===== src/design/sabd_pkg.sv =====
`default_nettype none

package sabd_pkg;

  ////////////////////////////////////////////////////////////////////////////
  // register map (index on the plain register port)
  localparam int          ADDR_W             = 3;
  localparam logic [2:0]  OFF_BAUD_CONTROL   = 3'h0;
  localparam logic [2:0]  OFF_RECEIVE_BUFFER = 3'h1;
  localparam logic [2:0]  OFF_DIVISOR_LOW    = 3'h2;
  localparam logic [2:0]  OFF_DIVISOR_HIGH   = 3'h3;
  localparam logic [2:0]  OFF_TX_CONTROL     = 3'h4;
  localparam logic [2:0]  OFF_FLAGS          = 3'h5;
  localparam logic [2:0]  OFF_ENABLES        = 3'h6;
  localparam logic [2:0]  OFF_FLAG_CLEAR     = 3'h7;

  ////////////////////////////////////////////////////////////////////////////
  // field positions
  localparam int BC_OVERFLOW  = 7;
  localparam int BC_RX_IDLE   = 6;
  localparam int BC_WIDE      = 3;
  localparam int BC_WAKE      = 1;
  localparam int BC_AUTOBAUD  = 0;
  localparam int TXC_HIGH_SPD = 2;
  localparam int FLG_RECEIVE  = 5;
  localparam int FLG_OVERFLOW = 0;

  ////////////////////////////////////////////////////////////////////////////
  // reset values
  localparam logic [7:0]  RST_BYTE    = 8'h00;
  localparam logic [15:0] RST_DIVISOR = 16'h0000;

  ////////////////////////////////////////////////////////////////////////////
  // calibration timing: prescaler terminal counts (divide by 512/128/32)
  localparam int          PRE_W        = 9;
  localparam logic [8:0]  PRE_LIM_SLOW = 9'h1ff;
  localparam logic [8:0]  PRE_LIM_MID  = 9'h07f;
  localparam logic [8:0]  PRE_LIM_FAST = 9'h01f;
  localparam logic [15:0] CAL_START    = 16'h0001;
  localparam logic [2:0]  EDGE_LAST    = 3'h5;

  ////////////////////////////////////////////////////////////////////////////
  // calibration sequence states
  typedef enum logic [4:0] {
    ST_IDLE  = 5'b00001,
    ST_BREAK = 5'b00010,
    ST_START = 5'b00100,
    ST_EDGE1 = 5'b01000,
    ST_COUNT = 5'b10000
  } sabd_state_t;

endpackage

`default_nettype wire


===== src/design/sabd_presc_if.sv =====
`timescale 1ns/1ps
`default_nettype none

interface sabd_presc_if;
  logic run;
  logic wide_sel;
  logic high_spd;
  logic tick;

  modport ctrl (output run, output wide_sel, output high_spd, input tick);
  modport gen  (input run, input wide_sel, input high_spd, output tick);
endinterface

`default_nettype wire


===== src/design/sabd_core.sv =====
`timescale 1ns/1ps
`default_nettype none

module sabd_core #(
  parameter int DIV_W = 16
) (
  // clock and reset
  input  wire logic                        sys_clk_i,
  input  wire logic                        resetn_i,
  // register port
  input  wire logic [sabd_pkg::ADDR_W-1:0] reg_addr_i,
  input  wire logic [7:0]                  reg_wdata_i,
  input  wire logic                        reg_wr_i,
  input  wire logic                        reg_rd_i,
  output logic      [7:0]                  reg_rdata_o,
  // serial line
  input  wire logic                        rx_i,
  // normal receiver
  input  wire logic [7:0]                  rx_byte_i,
  input  wire logic                        rx_byte_valid_i,
  output logic                             rx_hold_o,
  // baud generator settings
  output logic      [DIV_W-1:0]            baud_divisor_o,
  output logic                             wide_divider_select_o,
  output logic                             high_speed_select_o,
  // interrupt
  output logic                             irq_o
);

  ////////////////////////////////////////////////////////////////////////////
  // parameter check

  if (DIV_W != 16) begin : g_bad_width
    $error("divisor width must be 16");
  end

  ////////////////////////////////////////////////////////////////////////////
  // declarations

  sabd_presc_if presc ();

  sabd_pkg::sabd_state_t state_q;
  sabd_pkg::sabd_state_t state_d;

  logic             rx_meta_q;
  logic             rx_sync_q;
  logic             rx_prev_q;
  logic             rx_rise;
  logic             rx_fall;

  logic             autobaud_enable_q;
  logic             wake_on_break_enable_q;
  logic             wide_divider_select_q;
  logic             high_speed_select_q;
  logic             autobaud_overflow_q;
  logic [DIV_W-1:0] divisor_q;
  logic [2:0]       edge_cnt_q;
  logic [7:0]       receive_buffer_q;
  logic [7:0]       flags_q;
  logic [7:0]       enables_q;
  logic [7:0]       rdata_q;

  logic             active;
  logic             first_rise;
  logic             last_rise;
  logic             cal_done;
  logic             cnt_wrap;
  logic             wr_bc;
  logic             wr_lo;
  logic             wr_hi;
  logic             wr_txc;
  logic             wr_en;
  logic             wr_clr;
  logic             rd_rxbuf;
  logic [7:0]       flag_set;
  logic [7:0]       flag_clr;

  function automatic logic hit(
    input logic                        strobe,
    input logic [sabd_pkg::ADDR_W-1:0] addr,
    input logic [sabd_pkg::ADDR_W-1:0] off
  );
    hit = strobe && (addr == off);
  endfunction

  ////////////////////////////////////////////////////////////////////////////
  // receive line synchroniser and edge detect

  always_ff @(posedge sys_clk_i or negedge resetn_i) begin
    if (!resetn_i) begin
      rx_meta_q <= 1'b1;
      rx_sync_q <= 1'b1;
      rx_prev_q <= 1'b1;
    end else begin
      rx_meta_q <= rx_i;
      rx_sync_q <= rx_meta_q;
      rx_prev_q <= rx_sync_q;
    end
  end

  assign rx_rise = rx_sync_q && !rx_prev_q;
  assign rx_fall = !rx_sync_q && rx_prev_q;

  ////////////////////////////////////////////////////////////////////////////
  // write decode and receive buffer read decode

  assign wr_bc    = hit(reg_wr_i, reg_addr_i, sabd_pkg::OFF_BAUD_CONTROL);
  assign wr_lo    = hit(reg_wr_i, reg_addr_i, sabd_pkg::OFF_DIVISOR_LOW);
  assign wr_hi    = hit(reg_wr_i, reg_addr_i, sabd_pkg::OFF_DIVISOR_HIGH);
  assign wr_txc   = hit(reg_wr_i, reg_addr_i, sabd_pkg::OFF_TX_CONTROL);
  assign wr_en    = hit(reg_wr_i, reg_addr_i, sabd_pkg::OFF_ENABLES);
  assign wr_clr   = hit(reg_wr_i, reg_addr_i, sabd_pkg::OFF_FLAG_CLEAR);
  assign rd_rxbuf = hit(reg_rd_i, reg_addr_i, sabd_pkg::OFF_RECEIVE_BUFFER);

  ////////////////////////////////////////////////////////////////////////////
  // calibration sequence

  assign active     = (state_q != sabd_pkg::ST_IDLE);
  assign first_rise = (state_q == sabd_pkg::ST_EDGE1) && rx_rise;
  assign last_rise  = (state_q == sabd_pkg::ST_COUNT) && rx_rise
                      && (edge_cnt_q == sabd_pkg::EDGE_LAST - 3'h1);
  assign cal_done   = last_rise && autobaud_enable_q;
  assign cnt_wrap   = (state_q == sabd_pkg::ST_COUNT) && presc.tick
                      && !rx_rise && (&divisor_q);

  always_comb begin
    state_d = state_q;
    if (!autobaud_enable_q) begin
      state_d = sabd_pkg::ST_IDLE;
    end else begin
      case (state_q)
        sabd_pkg::ST_IDLE: begin
          if (wake_on_break_enable_q) begin
            state_d = sabd_pkg::ST_BREAK;
          end else begin
            state_d = sabd_pkg::ST_START;
          end
        end
        sabd_pkg::ST_BREAK: begin
          if (rx_rise) begin
            state_d = sabd_pkg::ST_START;
          end
        end
        sabd_pkg::ST_START: begin
          if (rx_fall) begin
            state_d = sabd_pkg::ST_EDGE1;
          end
        end
        sabd_pkg::ST_EDGE1: begin
          if (rx_rise) begin
            state_d = sabd_pkg::ST_COUNT;
          end
        end
        sabd_pkg::ST_COUNT: begin
          if (last_rise) begin
            state_d = sabd_pkg::ST_IDLE;
          end
        end
        default: begin
          state_d = sabd_pkg::ST_IDLE;
        end
      endcase
    end
  end

  always_ff @(posedge sys_clk_i or negedge resetn_i) begin
    if (!resetn_i) begin
      state_q <= sabd_pkg::ST_IDLE;
    end else begin
      state_q <= state_d;
    end
  end

  // rising edges seen since the first one after the start bit
  always_ff @(posedge sys_clk_i or negedge resetn_i) begin
    if (!resetn_i) begin
      edge_cnt_q <= 3'h0;
    end else if (first_rise) begin
      edge_cnt_q <= 3'h1;
    end else if (state_q == sabd_pkg::ST_COUNT && rx_rise) begin
      edge_cnt_q <= edge_cnt_q + 3'h1;
    end else if (!active) begin
      edge_cnt_q <= 3'h0;
    end
  end

  assign presc.run      = (state_q == sabd_pkg::ST_COUNT);
  assign presc.wide_sel = wide_divider_select_q;
  assign presc.high_spd = high_speed_select_q;

  sabd_prescaler u_presc (
    .sys_clk_i (sys_clk_i),
    .resetn_i  (resetn_i),
    .presc     (presc.gen)
  );

  ////////////////////////////////////////////////////////////////////////////
  // divisor pair: software register, calibration counter while counting

  always_ff @(posedge sys_clk_i or negedge resetn_i) begin
    if (!resetn_i) begin
      divisor_q <= sabd_pkg::RST_DIVISOR;
    end else if (first_rise) begin
      divisor_q <= sabd_pkg::CAL_START;
    end else if (state_q == sabd_pkg::ST_COUNT) begin
      if (presc.tick && !rx_rise) begin
        divisor_q <= divisor_q + 16'h0001;
      end
    end else begin
      if (wr_lo) begin
        divisor_q[7:0] <= reg_wdata_i;
      end
      if (wr_hi) begin
        divisor_q[15:8] <= reg_wdata_i;
      end
    end
  end

  ////////////////////////////////////////////////////////////////////////////
  // control bits

  always_ff @(posedge sys_clk_i or negedge resetn_i) begin
    if (!resetn_i) begin
      autobaud_enable_q <= 1'b0;
    end else if (cal_done) begin
      autobaud_enable_q <= 1'b0;
    end else if (wr_bc) begin
      autobaud_enable_q <= reg_wdata_i[sabd_pkg::BC_AUTOBAUD];
    end
  end

  always_ff @(posedge sys_clk_i or negedge resetn_i) begin
    if (!resetn_i) begin
      wake_on_break_enable_q <= 1'b0;
      wide_divider_select_q  <= 1'b0;
    end else if (wr_bc) begin
      wake_on_break_enable_q <= reg_wdata_i[sabd_pkg::BC_WAKE];
      wide_divider_select_q  <= reg_wdata_i[sabd_pkg::BC_WIDE];
    end
  end

  always_ff @(posedge sys_clk_i or negedge resetn_i) begin
    if (!resetn_i) begin
      high_speed_select_q <= 1'b0;
    end else if (wr_txc) begin
      high_speed_select_q <= reg_wdata_i[sabd_pkg::TXC_HIGH_SPD];
    end
  end

  // counter wrap is sticky; software writes zero to clear, wrap wins
  always_ff @(posedge sys_clk_i or negedge resetn_i) begin
    if (!resetn_i) begin
      autobaud_overflow_q <= 1'b0;
    end else if (cnt_wrap) begin
      autobaud_overflow_q <= 1'b1;
    end else if (wr_bc && !reg_wdata_i[sabd_pkg::BC_OVERFLOW]) begin
      autobaud_overflow_q <= 1'b0;
    end
  end

  ////////////////////////////////////////////////////////////////////////////
  // receive buffer from the normal receiver, ignored while held

  always_ff @(posedge sys_clk_i or negedge resetn_i) begin
    if (!resetn_i) begin
      receive_buffer_q <= sabd_pkg::RST_BYTE;
    end else if (rx_byte_valid_i && !active) begin
      receive_buffer_q <= rx_byte_i;
    end
  end

  ////////////////////////////////////////////////////////////////////////////
  // sticky flags, enables and interrupt

  always_comb begin
    flag_set = 8'h00;
    flag_clr = 8'h00;
    flag_set[sabd_pkg::FLG_RECEIVE]  = cal_done
                                       || (rx_byte_valid_i && !active);
    flag_set[sabd_pkg::FLG_OVERFLOW] = cnt_wrap;
    if (wr_clr) begin
      flag_clr = reg_wdata_i;
    end
    flag_clr[sabd_pkg::FLG_RECEIVE] = flag_clr[sabd_pkg::FLG_RECEIVE]
                                      || rd_rxbuf;
  end

  genvar gi;
  generate
    for (gi = 0; gi < 8; gi++) begin : g_flag
      always_ff @(posedge sys_clk_i or negedge resetn_i) begin
        if (!resetn_i) begin
          flags_q[gi] <= 1'b0;
        end else if (flag_set[gi]) begin
          flags_q[gi] <= 1'b1;
        end else if (flag_clr[gi]) begin
          flags_q[gi] <= 1'b0;
        end
      end
    end
  endgenerate

  always_ff @(posedge sys_clk_i or negedge resetn_i) begin
    if (!resetn_i) begin
      enables_q <= sabd_pkg::RST_BYTE;
    end else if (wr_en) begin
      enables_q <= reg_wdata_i;
    end
  end

  assign irq_o = |(flags_q & enables_q);

  ////////////////////////////////////////////////////////////////////////////
  // read port: data one cycle after the strobe, only in that cycle

  always_ff @(posedge sys_clk_i or negedge resetn_i) begin
    if (!resetn_i) begin
      rdata_q <= 8'h00;
    end else if (!reg_rd_i) begin
      rdata_q <= 8'h00;
    end else begin
      case (reg_addr_i)
        sabd_pkg::OFF_BAUD_CONTROL: begin
          rdata_q                        <= 8'h00;
          rdata_q[sabd_pkg::BC_OVERFLOW] <= autobaud_overflow_q;
          rdata_q[sabd_pkg::BC_RX_IDLE]  <= !active;
          rdata_q[sabd_pkg::BC_WIDE]     <= wide_divider_select_q;
          rdata_q[sabd_pkg::BC_WAKE]     <= wake_on_break_enable_q;
          rdata_q[sabd_pkg::BC_AUTOBAUD] <= autobaud_enable_q;
        end
        sabd_pkg::OFF_RECEIVE_BUFFER: begin
          rdata_q <= receive_buffer_q;
        end
        sabd_pkg::OFF_DIVISOR_LOW: begin
          rdata_q <= divisor_q[7:0];
        end
        sabd_pkg::OFF_DIVISOR_HIGH: begin
          rdata_q <= divisor_q[15:8];
        end
        sabd_pkg::OFF_TX_CONTROL: begin
          rdata_q                         <= 8'h00;
          rdata_q[sabd_pkg::TXC_HIGH_SPD] <= high_speed_select_q;
        end
        sabd_pkg::OFF_FLAGS: begin
          rdata_q <= flags_q;
        end
        sabd_pkg::OFF_ENABLES: begin
          rdata_q <= enables_q;
        end
        default: begin
          rdata_q <= 8'h00;
        end
      endcase
    end
  end

  ////////////////////////////////////////////////////////////////////////////
  // outputs

  assign reg_rdata_o           = rdata_q;
  assign rx_hold_o             = active;
  assign baud_divisor_o        = divisor_q;
  assign wide_divider_select_o = wide_divider_select_q;
  assign high_speed_select_o   = high_speed_select_q;

endmodule

`default_nettype wire


===== src/design/sabd_prescaler.sv =====
`timescale 1ns/1ps
`default_nettype none

module sabd_prescaler (
  // clock and reset
  input  wire logic       sys_clk_i,
  input  wire logic       resetn_i,
  // control and tick
  sabd_presc_if.gen       presc
);

  logic [sabd_pkg::PRE_W-1:0] cnt_q;
  logic [sabd_pkg::PRE_W-1:0] lim;

  function automatic logic [sabd_pkg::PRE_W-1:0] pre_limit(
    input logic wide,
    input logic hs
  );
    case ({wide, hs})
      2'b00:   pre_limit = sabd_pkg::PRE_LIM_SLOW;
      2'b11:   pre_limit = sabd_pkg::PRE_LIM_FAST;
      default: pre_limit = sabd_pkg::PRE_LIM_MID;
    endcase
  endfunction

  assign lim = pre_limit(presc.wide_sel, presc.high_spd);

  // one tick per eight base clocks of the selected rate
  always_ff @(posedge sys_clk_i or negedge resetn_i) begin
    if (!resetn_i) begin
      cnt_q <= '0;
    end else if (!presc.run || cnt_q == lim) begin
      cnt_q <= '0;
    end else begin
      cnt_q <= cnt_q + 1'b1;
    end
  end

  assign presc.tick = presc.run && (cnt_q == lim);

endmodule

`default_nettype wire


===== config.mk =====
export PLATFORM = sky130hd
export DESIGN_NAME = sabd_core
export DESIGN_NICKNAME = d
export VERILOG_FILES = /design/src/design/sabd_pkg.sv /design/src/design/sabd_presc_if.sv /design/src/design/sabd_core.sv /design/src/design/sabd_prescaler.sv
export SDC_FILE = /design/constraint.sdc
export NUM_CORES = 1
export LEC_CHECK = 0
export BUFFER_PORTS_ARGS = -buffer_cell sky130_fd_sc_hd__buf_2
export CAP_MARGIN = 20
export CORE_UTILIZATION = 40
export CTS_BUF_LIST = sky130_fd_sc_hd__clkbuf_16
export DETAILED_ROUTE_END_ITERATION = 8
export GPL_TIMING_DRIVEN = 0
export SLEW_MARGIN = 30
export SYNTH_ARGS = -nofsm -noshare
export SYNTH_HDL_FRONTEND = slang
export SYNTH_SLANG_ARGS = --single-unit

===== constraint.sdc =====
create_clock -name sys_clk_i -period 2.05 [get_ports sys_clk_i]
set_input_delay 0.41 -clock sys_clk_i [delete_from_list [all_inputs] [get_ports sys_clk_i]]
set_output_delay 0.41 -clock sys_clk_i [all_outputs]
set_load 0.1 [all_outputs]

==> results of run 1 <==
logic make-up (layout without fill, tap and decap cells):
family                     after synthesis  count (layout)  share of synthesized area [%]
and+or+nand+nor                        139             139                           18.9
xor gates and xnor gates                 8               8                           1.84
AOI/OAI and AO/OA                       95              95                           18.9
adders and majority gates                4               4                           1.31
muxes                                   32              32                           10.2
DFF                                     67              67                           44.1
buffers and inverters                   34             118                           4.76
power groups by stage:
stage | clock [mW] | combinational (mW) | sequential (mW)
final | 1.79 | 2.22 | 2.02
after global routing | 1.87 | 2.34 | 2.05
after CTS | 1.81 | 2.20 | 2.00
after detailed placement | 0 | 2.12 | 2.01
after global placement | 0 | 2.09 | 2.00
after floorplan | 0 | 0.871 | 2.73
layer usage:
metal	wire, um	vias to the layer above	share of wire [%]	global-route usage, %
met5	0	-	0	0
met4	349	0	3.1	11.4
met3	856	38	7.5	4.50
met2	5200	174	46	37.2
met1	4950	1676	44	33.0
li1	-	1566	-	-
worst max-delay path: stages (launching register included):
cell and delay [ns]:
dfrtp_4 0.49, or4b_4 0.58, a211o_4 0.40, a21boi_4 0.20, mux2_4 0.32
stage by stage:
stage          utilization, %  std cells  power (mW)  TNS [ns]
2_1_floorplan               -        379        3.60    -0.952
3_3_place_gp             46.1        558        4.09     -4.27
3_5_place_dp             46.4        559        4.13     -4.57
4_1_cts                  52.3        591        6.01   -0.0442
5_1_grt                  52.7        592        6.26    -0.769
6_report                 52.7        592        6.03    -0.275
cell type report:
type	instances	share of cell area (%)
multi-input cells	278	41.8
flip-flops and latches	67	35.1
repair buffers	68	8.71
clock buffers	9	4.62
well taps	129	3.31
plain buffers	21	3.08
clock inverters	7	2.36
inverters	13	1.00
state kept, by name, indices dropped and copies added (netlist names), 2 cells and up:
signal	flops
edge_cnt_q	3
receive_buffer_q	8
reg_rdata_o	8
flags_q	2
u_presc.cnt_q	9
enables_q	8
baud_divisor_o	16
state_q	5
what timing repair did:
| item | 4_1_cts | 5_1_grt |
|---|---|---|
| endpoints found under the hold margin | 23 | 0 |
| setup endpoints to repair | 23 | 22 |
| cloned | 1 | 0 |
| gates resized for setup | 21 | 15 |
| pin swaps | 7 | 3 |
| buffers inserted | 14 | 1 |
| hold buffers | 1 | 0 |
worst min-delay path by stage:
stage	startpoint	end
floorplan	resetn_i	autobaud_enable_q
global placement	rx_meta_q	rx_sync_q
detailed placement	resetn_i	high_speed_select_o
CTS	rx_i	rx_meta_q
global route	rx_i	rx_meta_q
finish	rx_i	rx_meta_q
Yosys cell counts, types with 5 or more instances:
cell type  number
a21oi_1        12
a32o_1          9
clkbuf_1       11
dfrtp_1        63
inv_1          13
mux2_2         21
mux2i_1         7
nand2_1        35
nand2b_1        9
nand3_1        20
nand4_1         8
nor2_1         29
nor2b_1         8
nor3_1          5
o211ai_1       11
o21ai_0        21
o41ai_1         5
==> results_dict.tcl, run 1 <==
set metrics [dict create \
    run_status "finished with violations" \
    violations "negative setup slack" \
    design_area_mm2 0.00487 \
    setup_ws_ns -0.0597 \
    worst_slew_pin_slew_ns 0.688 \
    fin_nets 487 \
    place_congestion 0.924 \
    clock_sinks 67 \
    final_hold_viol_count 0 \
    r2r-start "high_speed_select_o" \
    clockBufferDepth 2 \
    drive_gt1_share_pct 36.1 \
    grt_pass1_vias 3322 \
    layout_common_cells "48 x buf_2, 47 x dfrtp_1, 34 x nand2_1, 28 x nor2_1, 21 x mux2_2" \
    fmax_ghz 0.474 \
    dr.pass1.iters 5 \
    avgSynthCellArea_um2 10.1 \
    p_int_mw 3.45 \
    place_hpwl_um 7990 \
    vias 3454 \
    r2r_slack_ns -0.06 \
    drv_cap 0 \
    multiInputGateArea_mm2 0.00204 \
    critPathLaunch "high_speed_select_o" \
    cts_root_buffer "clkbuf_16" \
    worstSetupEndpointType "register" \
    slew_viol_final 0 \
    r2r_end "baud_divisor_o[1]" \
    fin_skew_ns 0.00488 \
    finalSetupViolations 10 \
    synth.net_count 408 \
    postRouteAntennaNets 0 \
    areaGrowthSynthToFinish_pct 27.8 \
    antenna_found_initial 0 \
    clk_latency_ns 0.34 \
    r2r_cells 4 \
    synth-edff-count 0 \
    synth.cell_area_mm2 0.00381 \
    critical_path_arrival_ns 2.33 \
    whs_path_depth 1 \
    critPathKind "register to register" \
    grt_setup_unrepaired "yes" \
    die_width_um 99.6 \
    regArea_mm2 0.00171 \
    crit_path_end "baud_divisor_o[1]" \
    synthTopCellsByArea "dfrtp_1 41%, mux2_2 6.2%, nand2_1 3.4%, nor2_1 2.9%, dfstp_2 2.8%" \
    yosys_warnings 0 \
    finalCritPeriodShare_pct 103 \
    powerDensity_mw_per_mm2 1240 \
    yosysTopAreaCell "dfrtp_1" \
    yosys.area.top_type_share_pct 41.4 \
    synth_ff_type "dfrtp_1" \
    h-tree-depth 3 \
    die_h_um 99.6 \
    io_buffers 50 \
    worst_hold_slack_ns 0.170 \
    routed_wl_um 11400 \
    power_frac_seq_pct 33.5 \
    dieArea_mm2 0.00993 \
    cts_tree "done" \
    rows 35 \
    grt_max_degree 45 \
    grt_pass1_wl_um 18100 \
    fill_cells 856 \
    switching_share_pct 42.8 \
    pre_cts_ws_ns -0.385 \
    ys_seq_area_share_pct 44.1 \
    async_flop_share_pct 100 \
    clockPowerShare_pct 29.7 \
    path_clk_slew_ns 0.06 \
    cp_max_fo 5 \
    p_comb_share_pct 36.8 \
    finalCriticalPeriod_ns 2.11 \
    pin_count 53 \
    peakVddDrop_uv 641 \
    start_util_pct 41.3 \
    grt_use_total_pct 24.2 \
    crit_required_ns 2.27 \
    hold_class "primary input to register" \
    viasPerCell 5.83 \
    layout_commonest_cell "buf_2" \
    wl_per_cell_um 19.2 \
    startpoint_type "register" \
    route.detailed.drc 0 \
    diodes 0 \
    coreArea_mm2 0.00924 \
    syn_inst 379 \
    drt_iter0_markers 412 \
    synth_seq_cells 67 \
    leakagePower_nw 2.06 \
    grt_overflow 0 \
    cts_buffers 9 \
    place_area_mm2 0.00429 \
    synth_cell_types 64 \
    p_sw_mw 2.58 \
    maxSlewHeadroom_pct 53.9 \
]
Note: power is estimated with default switching activity, not from simulation.
==> run 2: changes to the inputs <==
--- a/config.mk
+++ b/config.mk
@@ -14,4 +14,5 @@
 export SLEW_MARGIN = 30
 export SYNTH_ARGS = -nofsm -noshare
 export SYNTH_HDL_FRONTEND = slang
+export SYNTH_HIERARCHICAL = 1
 export SYNTH_SLANG_ARGS = --single-unit
==> results_dict.tcl, run 2 <==
set metrics [dict create \
    r2r_cells 9 \
    synth_seq_cells 67 \
    start_util_pct 42.1 \
    rows 34 \
    grt_use_total_pct 23.8 \
    dieArea_mm2 0.00975 \
    yosysTopAreaCell "dfrtp_1" \
    antenna_found_initial 1 \
    worstSetupEndpointType "register" \
    run_status "finished with violations" \
    yosys_warnings 6 \
    slowest_delay_ns 0.38 \
    fmax_ghz 0.452 \
    violations "negative setup slack" \
    grt_setup_unrepaired "yes" \
    power_mw 5.82 \
    synth_common_cells "63 x dfrtp_1, 22 x nand2_1, 21 x nor2_1" \
    maxSlewHeadroom_pct 55.8 \
    grt_max_degree 45 \
    yosys.area.top_type_share_pct 42.1 \
    ys_seq_area_share_pct 44.9 \
    route.detailed.drc 0 \
    finalCritPeriodShare_pct 108 \
    fin_skew_ns 0.00412 \
    cp_slowest_cell "dfrtp_1" \
    synth_cell_types 68 \
    postLayoutCoreUtil_pct 55.9 \
    grt_pass1_wl_um 17600 \
    pre_cts_ws_ns -0.712 \
    avgSynthCellArea_um2 10.2 \
    crit_family "simple AND/OR/NAND/NOR gates" \
    drive_gt1_share_pct 38.4 \
    crit_buf_inv 3 \
    vias 3473 \
    place_congestion 0.925 \
    synth.net_count 396 \
    clock_sinks 67 \
    die_width_um 98.8 \
    clockBufferDepth 2 \
    peakVddDrop_uv 554 \
    cp_max_fo 8 \
    viasPerCell 6.13 \
    design_area_mm2 0.00497 \
    final_hold_viol_count 0 \
    h-tree-depth 3 \
    largest_reg_flops 16 \
    place_area_mm2 0.00421 \
    async_flop_share_pct 100 \
    synthTopCellsByArea "dfrtp_1 42%, mux2_2 6.0%, dfstp_2 2.8%, mux4_2 2.4%, nand3_1 2.3%" \
    cts_root_buffer "clkbuf_16" \
    dpl.cell_count 527 \
    startpoint_type "register" \
    powerDensity_mw_per_mm2 1170 \
    pin_count 53 \
    layout_common_cells "58 x dfrtp_1, 52 x buf_2, 22 x buf_4, 21 x nand2_1, 20 x mux2_2" \
    synth-edff-count 0 \
    cts_buffers 9 \
    path_clk_slew_ns 0.05 \
    wl_per_cell_um 19.9 \
    coreArea_mm2 0.00889 \
    dr.pass1.iters 5 \
    grt_pass1_vias 3285 \
    setup-tns-final_ns -1.76 \
    fin_nets 482 \
    slew_viol_final 0 \
    routed_wl_um 11300 \
    r2r-start "state_q[3]" \
    leakagePower_nw 2.14 \
    crit_required_ns 2.27 \
    setup_ws_ns -0.164 \
    postRouteAntennaNets 0 \
    path_cells "buf_6 > nor4_4 > nand2_2 > inv_2 > nor4b_4 > and4_4 > buf_6 > nand2_2 > a32o_1" \
    synth.cell_area_mm2 0.00374 \
    yosysMostFrequentCell "dfrtp_1" \
    worst_slew_pin_slew_ns 0.654 \
    worst_hold_slack_ns 0.174 \
    min-delay-start "rx_i" \
    clk_latency_ns 0.33 \
    hold_class "primary input to register" \
    drt_iter0_markers 310 \
    synth_ff_type "dfrtp_1" \
    die_h_um 98.8 \
    drv_cap 0 \
    final_cell_count_no_fill 567 \
    whs_path_depth 1 \
    critPathKind "register to register" \
    critical_path_arrival_ns 2.43 \
    areaGrowthSynthToFinish_pct 32.8 \
    syn_inst 367 \
    finalSetupViolations 18 \
    io_buffers 51 \
    path_depth 9 \
    grt_overflow 0 \
    critPathLaunch "state_q[3]" \
    place_hpwl_um 7870 \
    cts_tree "done" \
    layout_commonest_cell "dfrtp_1" \
    finalCriticalPeriod_ns 2.21 \
]
## run 2: cell types whose count changed after synthesis, moves of 8 or more
cell     change
nand2_1     -13
nor2_1       -8
a32o_1       -8
a31oi_1      +8
buf_2        +9
o21ai_0      -8
## run 2: worst reg2reg max path, cell delays in order, from the launching register on
cell and delay (ns):
dfrtp_1 0.38, buf_6 0.14, nor4_4 0.29, nand2_2 0.09, inv_2 0.10, nor4b_4 0.35
and4_4 0.30, buf_6 0.14, nand2_2 0.05, a32o_1 0.25
## run 2: worst paths after layout
check                                     to  slack (ns)
setup / recovery           baud_divisor_o[2]       -0.16
hold / removal                     rx_meta_q        0.17
setup reg to reg           baud_divisor_o[2]       -0.16
hold reg to reg                    rx_sync_q        0.35
max in group asynchronous          rx_meta_q        0.96
min in group asynchronous       enables_q[0]        0.52
## run 2: cells by family after synthesis
logic type,after synthesis,synth area share (%)
AND/OR/NAND/NOR,128,18.9
XOR/XNOR,9,2.10
multiplexers,30,10.1
AO/OA/AOI/OAI,94,18.6
adder cells (fa/ha/maj),4,1.34
buffers and inverters,35,4.11
flip-flops,67,44.9
## run 2: final cells by class
class                   instances  area, um^2
repair buffers                 78         531
multi-input cells             265        2140
well taps                     108         135
flip-flops and latches         67        1690
fillers                       749        3920
inverters                      16        60.1
clock inverters                 7        67.6
clock buffers                   9         225
plain buffers                  16         120
diodes                          1        2.50
## run 2: what timing repair did
item / CTS / global route
setup endpoints to repair: 27 / 25
pin swaps: 12 / 24
endpoints found under the hold margin: 23 / 0
setup buffers: 13 / 9
hold buffers: 1 / 0
resized for setup: 23 / 45
cloned: 2 / 1
## run 2: where the power goes
group | total [mW] | switching, mW | leakage, nW | internal (mW)
combinational | 2.37 | 1.60 | 1.17 | 0.778
clock | 1.53 | 0.591 | 0.139 | 0.936
sequential | 1.92 | 0.316 | 0.825 | 1.60
total | 5.82 | 2.50 | 2.14 | 3.32
## run 2: routing by layer
metal / wire length [um] / global-route usage (%) / vias to the layer above
met4: 315 / 8.96 / 0
li1: - / - / 1565
met1: 5160 / 33.0 / 1713
met5: 0 / 0 / -
met3: 767 / 5.04 / 31
met2: 5070 / 36.6 / 164
==> run 3: changes to the inputs <==
--- a/config.mk
+++ b/config.mk
@@ -7,6 +7,7 @@
 export LEC_CHECK = 0
 export BUFFER_PORTS_ARGS = -buffer_cell sky130_fd_sc_hd__buf_2
 export CAP_MARGIN = 20
+export CORE_MARGIN = 1.5
 export CORE_UTILIZATION = 40
 export CTS_BUF_LIST = sky130_fd_sc_hd__clkbuf_16
 export DETAILED_ROUTE_END_ITERATION = 8
==> results_dict.tcl, run 3 (synthesis gave the netlist of run 2 again) <==
set metrics [dict create \
    maxSlewHeadroom_pct 57.9 \
    startpoint_type "register" \
    cts_tree "done" \
    powerDensity_mw_per_mm2 1210 \
    fin_nets 476 \
    layout_commonest_cell "dfrtp_1" \
    place_congestion 0.962 \
    routed_wl_um 11100 \
    fmax_ghz 0.456 \
    areaGrowthSynthToFinish_pct 31.0 \
    pin_count 53 \
    worstSetupEndpointType "register" \
    final_hold_viol_count 0 \
    critical_path_arrival_ns 2.44 \
    critPathKind "register to register" \
    place_area_mm2 0.00422 \
    die_h_um 99.8 \
    vias 3399 \
    antenna_found_initial 0 \
    run_status "finished with violations" \
    worst_hold_slack_ns 0.181 \
    grt_setup_unrepaired "yes" \
    leakagePower_nw 2.10 \
    dpl.cell_count 530 \
    whs_path_depth 1 \
    finalSetupViolations 14 \
    viasPerCell 6.04 \
    grt_pass1_vias 3227 \
    path_clk_slew_ns 0.06 \
    setup-tns-final_ns -1.16 \
    worst_slew_pin_slew_ns 0.626 \
    grt_max_degree 46 \
    power_mw 5.93 \
    cp_max_fo 8 \
    diodes 0 \
    postRouteAntennaNets 0 \
    r2r_end "baud_divisor_o[5]" \
    die_width_um 99.8 \
    clockBufferDepth 2 \
    peakVddDrop_uv 703 \
    r2r_slack_ns -0.14 \
    grt_use_total_pct 23.2 \
    h-tree-depth 3 \
    start_util_pct 40.9 \
    r2r-start "state_q[0]" \
    postLayoutCoreUtil_pct 53.6 \
    final_cell_count_no_fill 563 \
    drv_cap 0 \
    crit_required_ns 2.30 \
    clk_latency_ns 0.33 \
    cts_buffers 9 \
    dieArea_mm2 0.00995 \
    slew_viol_final 0 \
    dr.pass1.iters 5 \
    clock_sinks 67 \
    finalCritPeriodShare_pct 107 \
    hold_class "primary input to register" \
    place_hpwl_um 7840 \
    finalCriticalPeriod_ns 2.19 \
    violations "negative setup slack" \
    cts_root_buffer "clkbuf_16" \
    route.detailed.drc 0 \
    drt_iter0_markers 363 \
    min_to "rx_meta_q" \
    design_area_mm2 0.00491 \
    drive_gt1_share_pct 36.1 \
    wl_per_cell_um 19.8 \
    largest_reg_flops 16 \
    layout_common_cells "59 x dfrtp_1, 54 x buf_2, 22 x nand2_1, 20 x mux2_2, 19 x nor2_1" \
    min-delay-start "rx_i" \
    grt_pass1_wl_um 17700 \
    fin_skew_ns 0.00616 \
    r2r_cells 10 \
    setup_ws_ns -0.145 \
    grt_overflow 0 \
    rows 35 \
    coreArea_mm2 0.00915 \
    io_buffers 51 \
    pre_cts_ws_ns -0.727 \
]
-- run 3: cell count changes in the layout (fill, tap and decap cells not counted), moves of 2 or more --
cell,before,now
buf_2,52,54
buf_4,22,15
nor2_2,2,0
o21ai_0,11,13
o21ai_2,4,1
o2bb2ai_1,2,4
o2bb2ai_2,2,0
-- run 3: power breakdown --
| part | total [mW] | switching, mW | internal (mW) | leakage (nW) |
|---|---|---|---|---|
| Clock | 1.65 | 0.592 | 1.06 | 0.149 |
| Sequential | 1.92 | 0.318 | 1.60 | 0.826 |
| Combinational | 2.36 | 1.58 | 0.774 | 1.12 |
-- run 3: critical path, cell delays in order (launching register included) --
cell and delay (ns):
dfstp_2 0.36, buf_6 0.13, nor4_4 0.32, nand2_2 0.12
inv_4 0.09, nor4b_4 0.17, buf_4 0.18, nand4_4 0.19
buf_8 0.21, a21oi_1 0.20, o2bb2ai_1 0.16
-- run 3: repair_timing --
item / in CTS / in global routing
endpoints found under the setup margin: 27 / 21
buffers inserted: 11 / 6
hold endpoints to repair: 12 / 0
pin swaps: 8 / 11
cloned: 1 / 1
gates resized for setup: 27 / 24
hold buffers: 1 / 0
-- run 3: how the worst max path moves through the flow --
stage / startpoint / to / slack, ns / depth (start not counted)
2_1_floorplan: state_q[0] / baud_divisor_o[1] / -0.20 / 9
3_3_place_gp: state_q[2] / baud_divisor_o[13] / -0.79 / 10
3_5_place_dp: state_q[3] / baud_divisor_o[9] / -0.73 / 10
4_1_cts: state_q[3] / baud_divisor_o[12] / -0.18 / 11
5_1_grt: state_q[1] / baud_divisor_o[10] / -0.22 / 10
6_report: state_q[0] / baud_divisor_o[5] / -0.14 / 10
-- run 3: area by class of cell --
type / instances / area [um^2]
clock inverter: 7 / 92.6
inverter: 16 / 62.6
timing repair buffer: 72 / 485
tap: 111 / 139
multi-input combinational: 265 / 2110
buffer: 16 / 109
sequential: 67 / 1690
clock buffer: 9 / 225
fill: 809 / 4250
-- run 3: per-layer routing --
layer	global-route usage [%]	up-vias	part of all wire, %
met5	0	-	0
met4	8.34	0	2.6
met3	4.85	28	7.0
met2	35.0	151	46
met1	33.1	1667	45
li1	-	1553	-
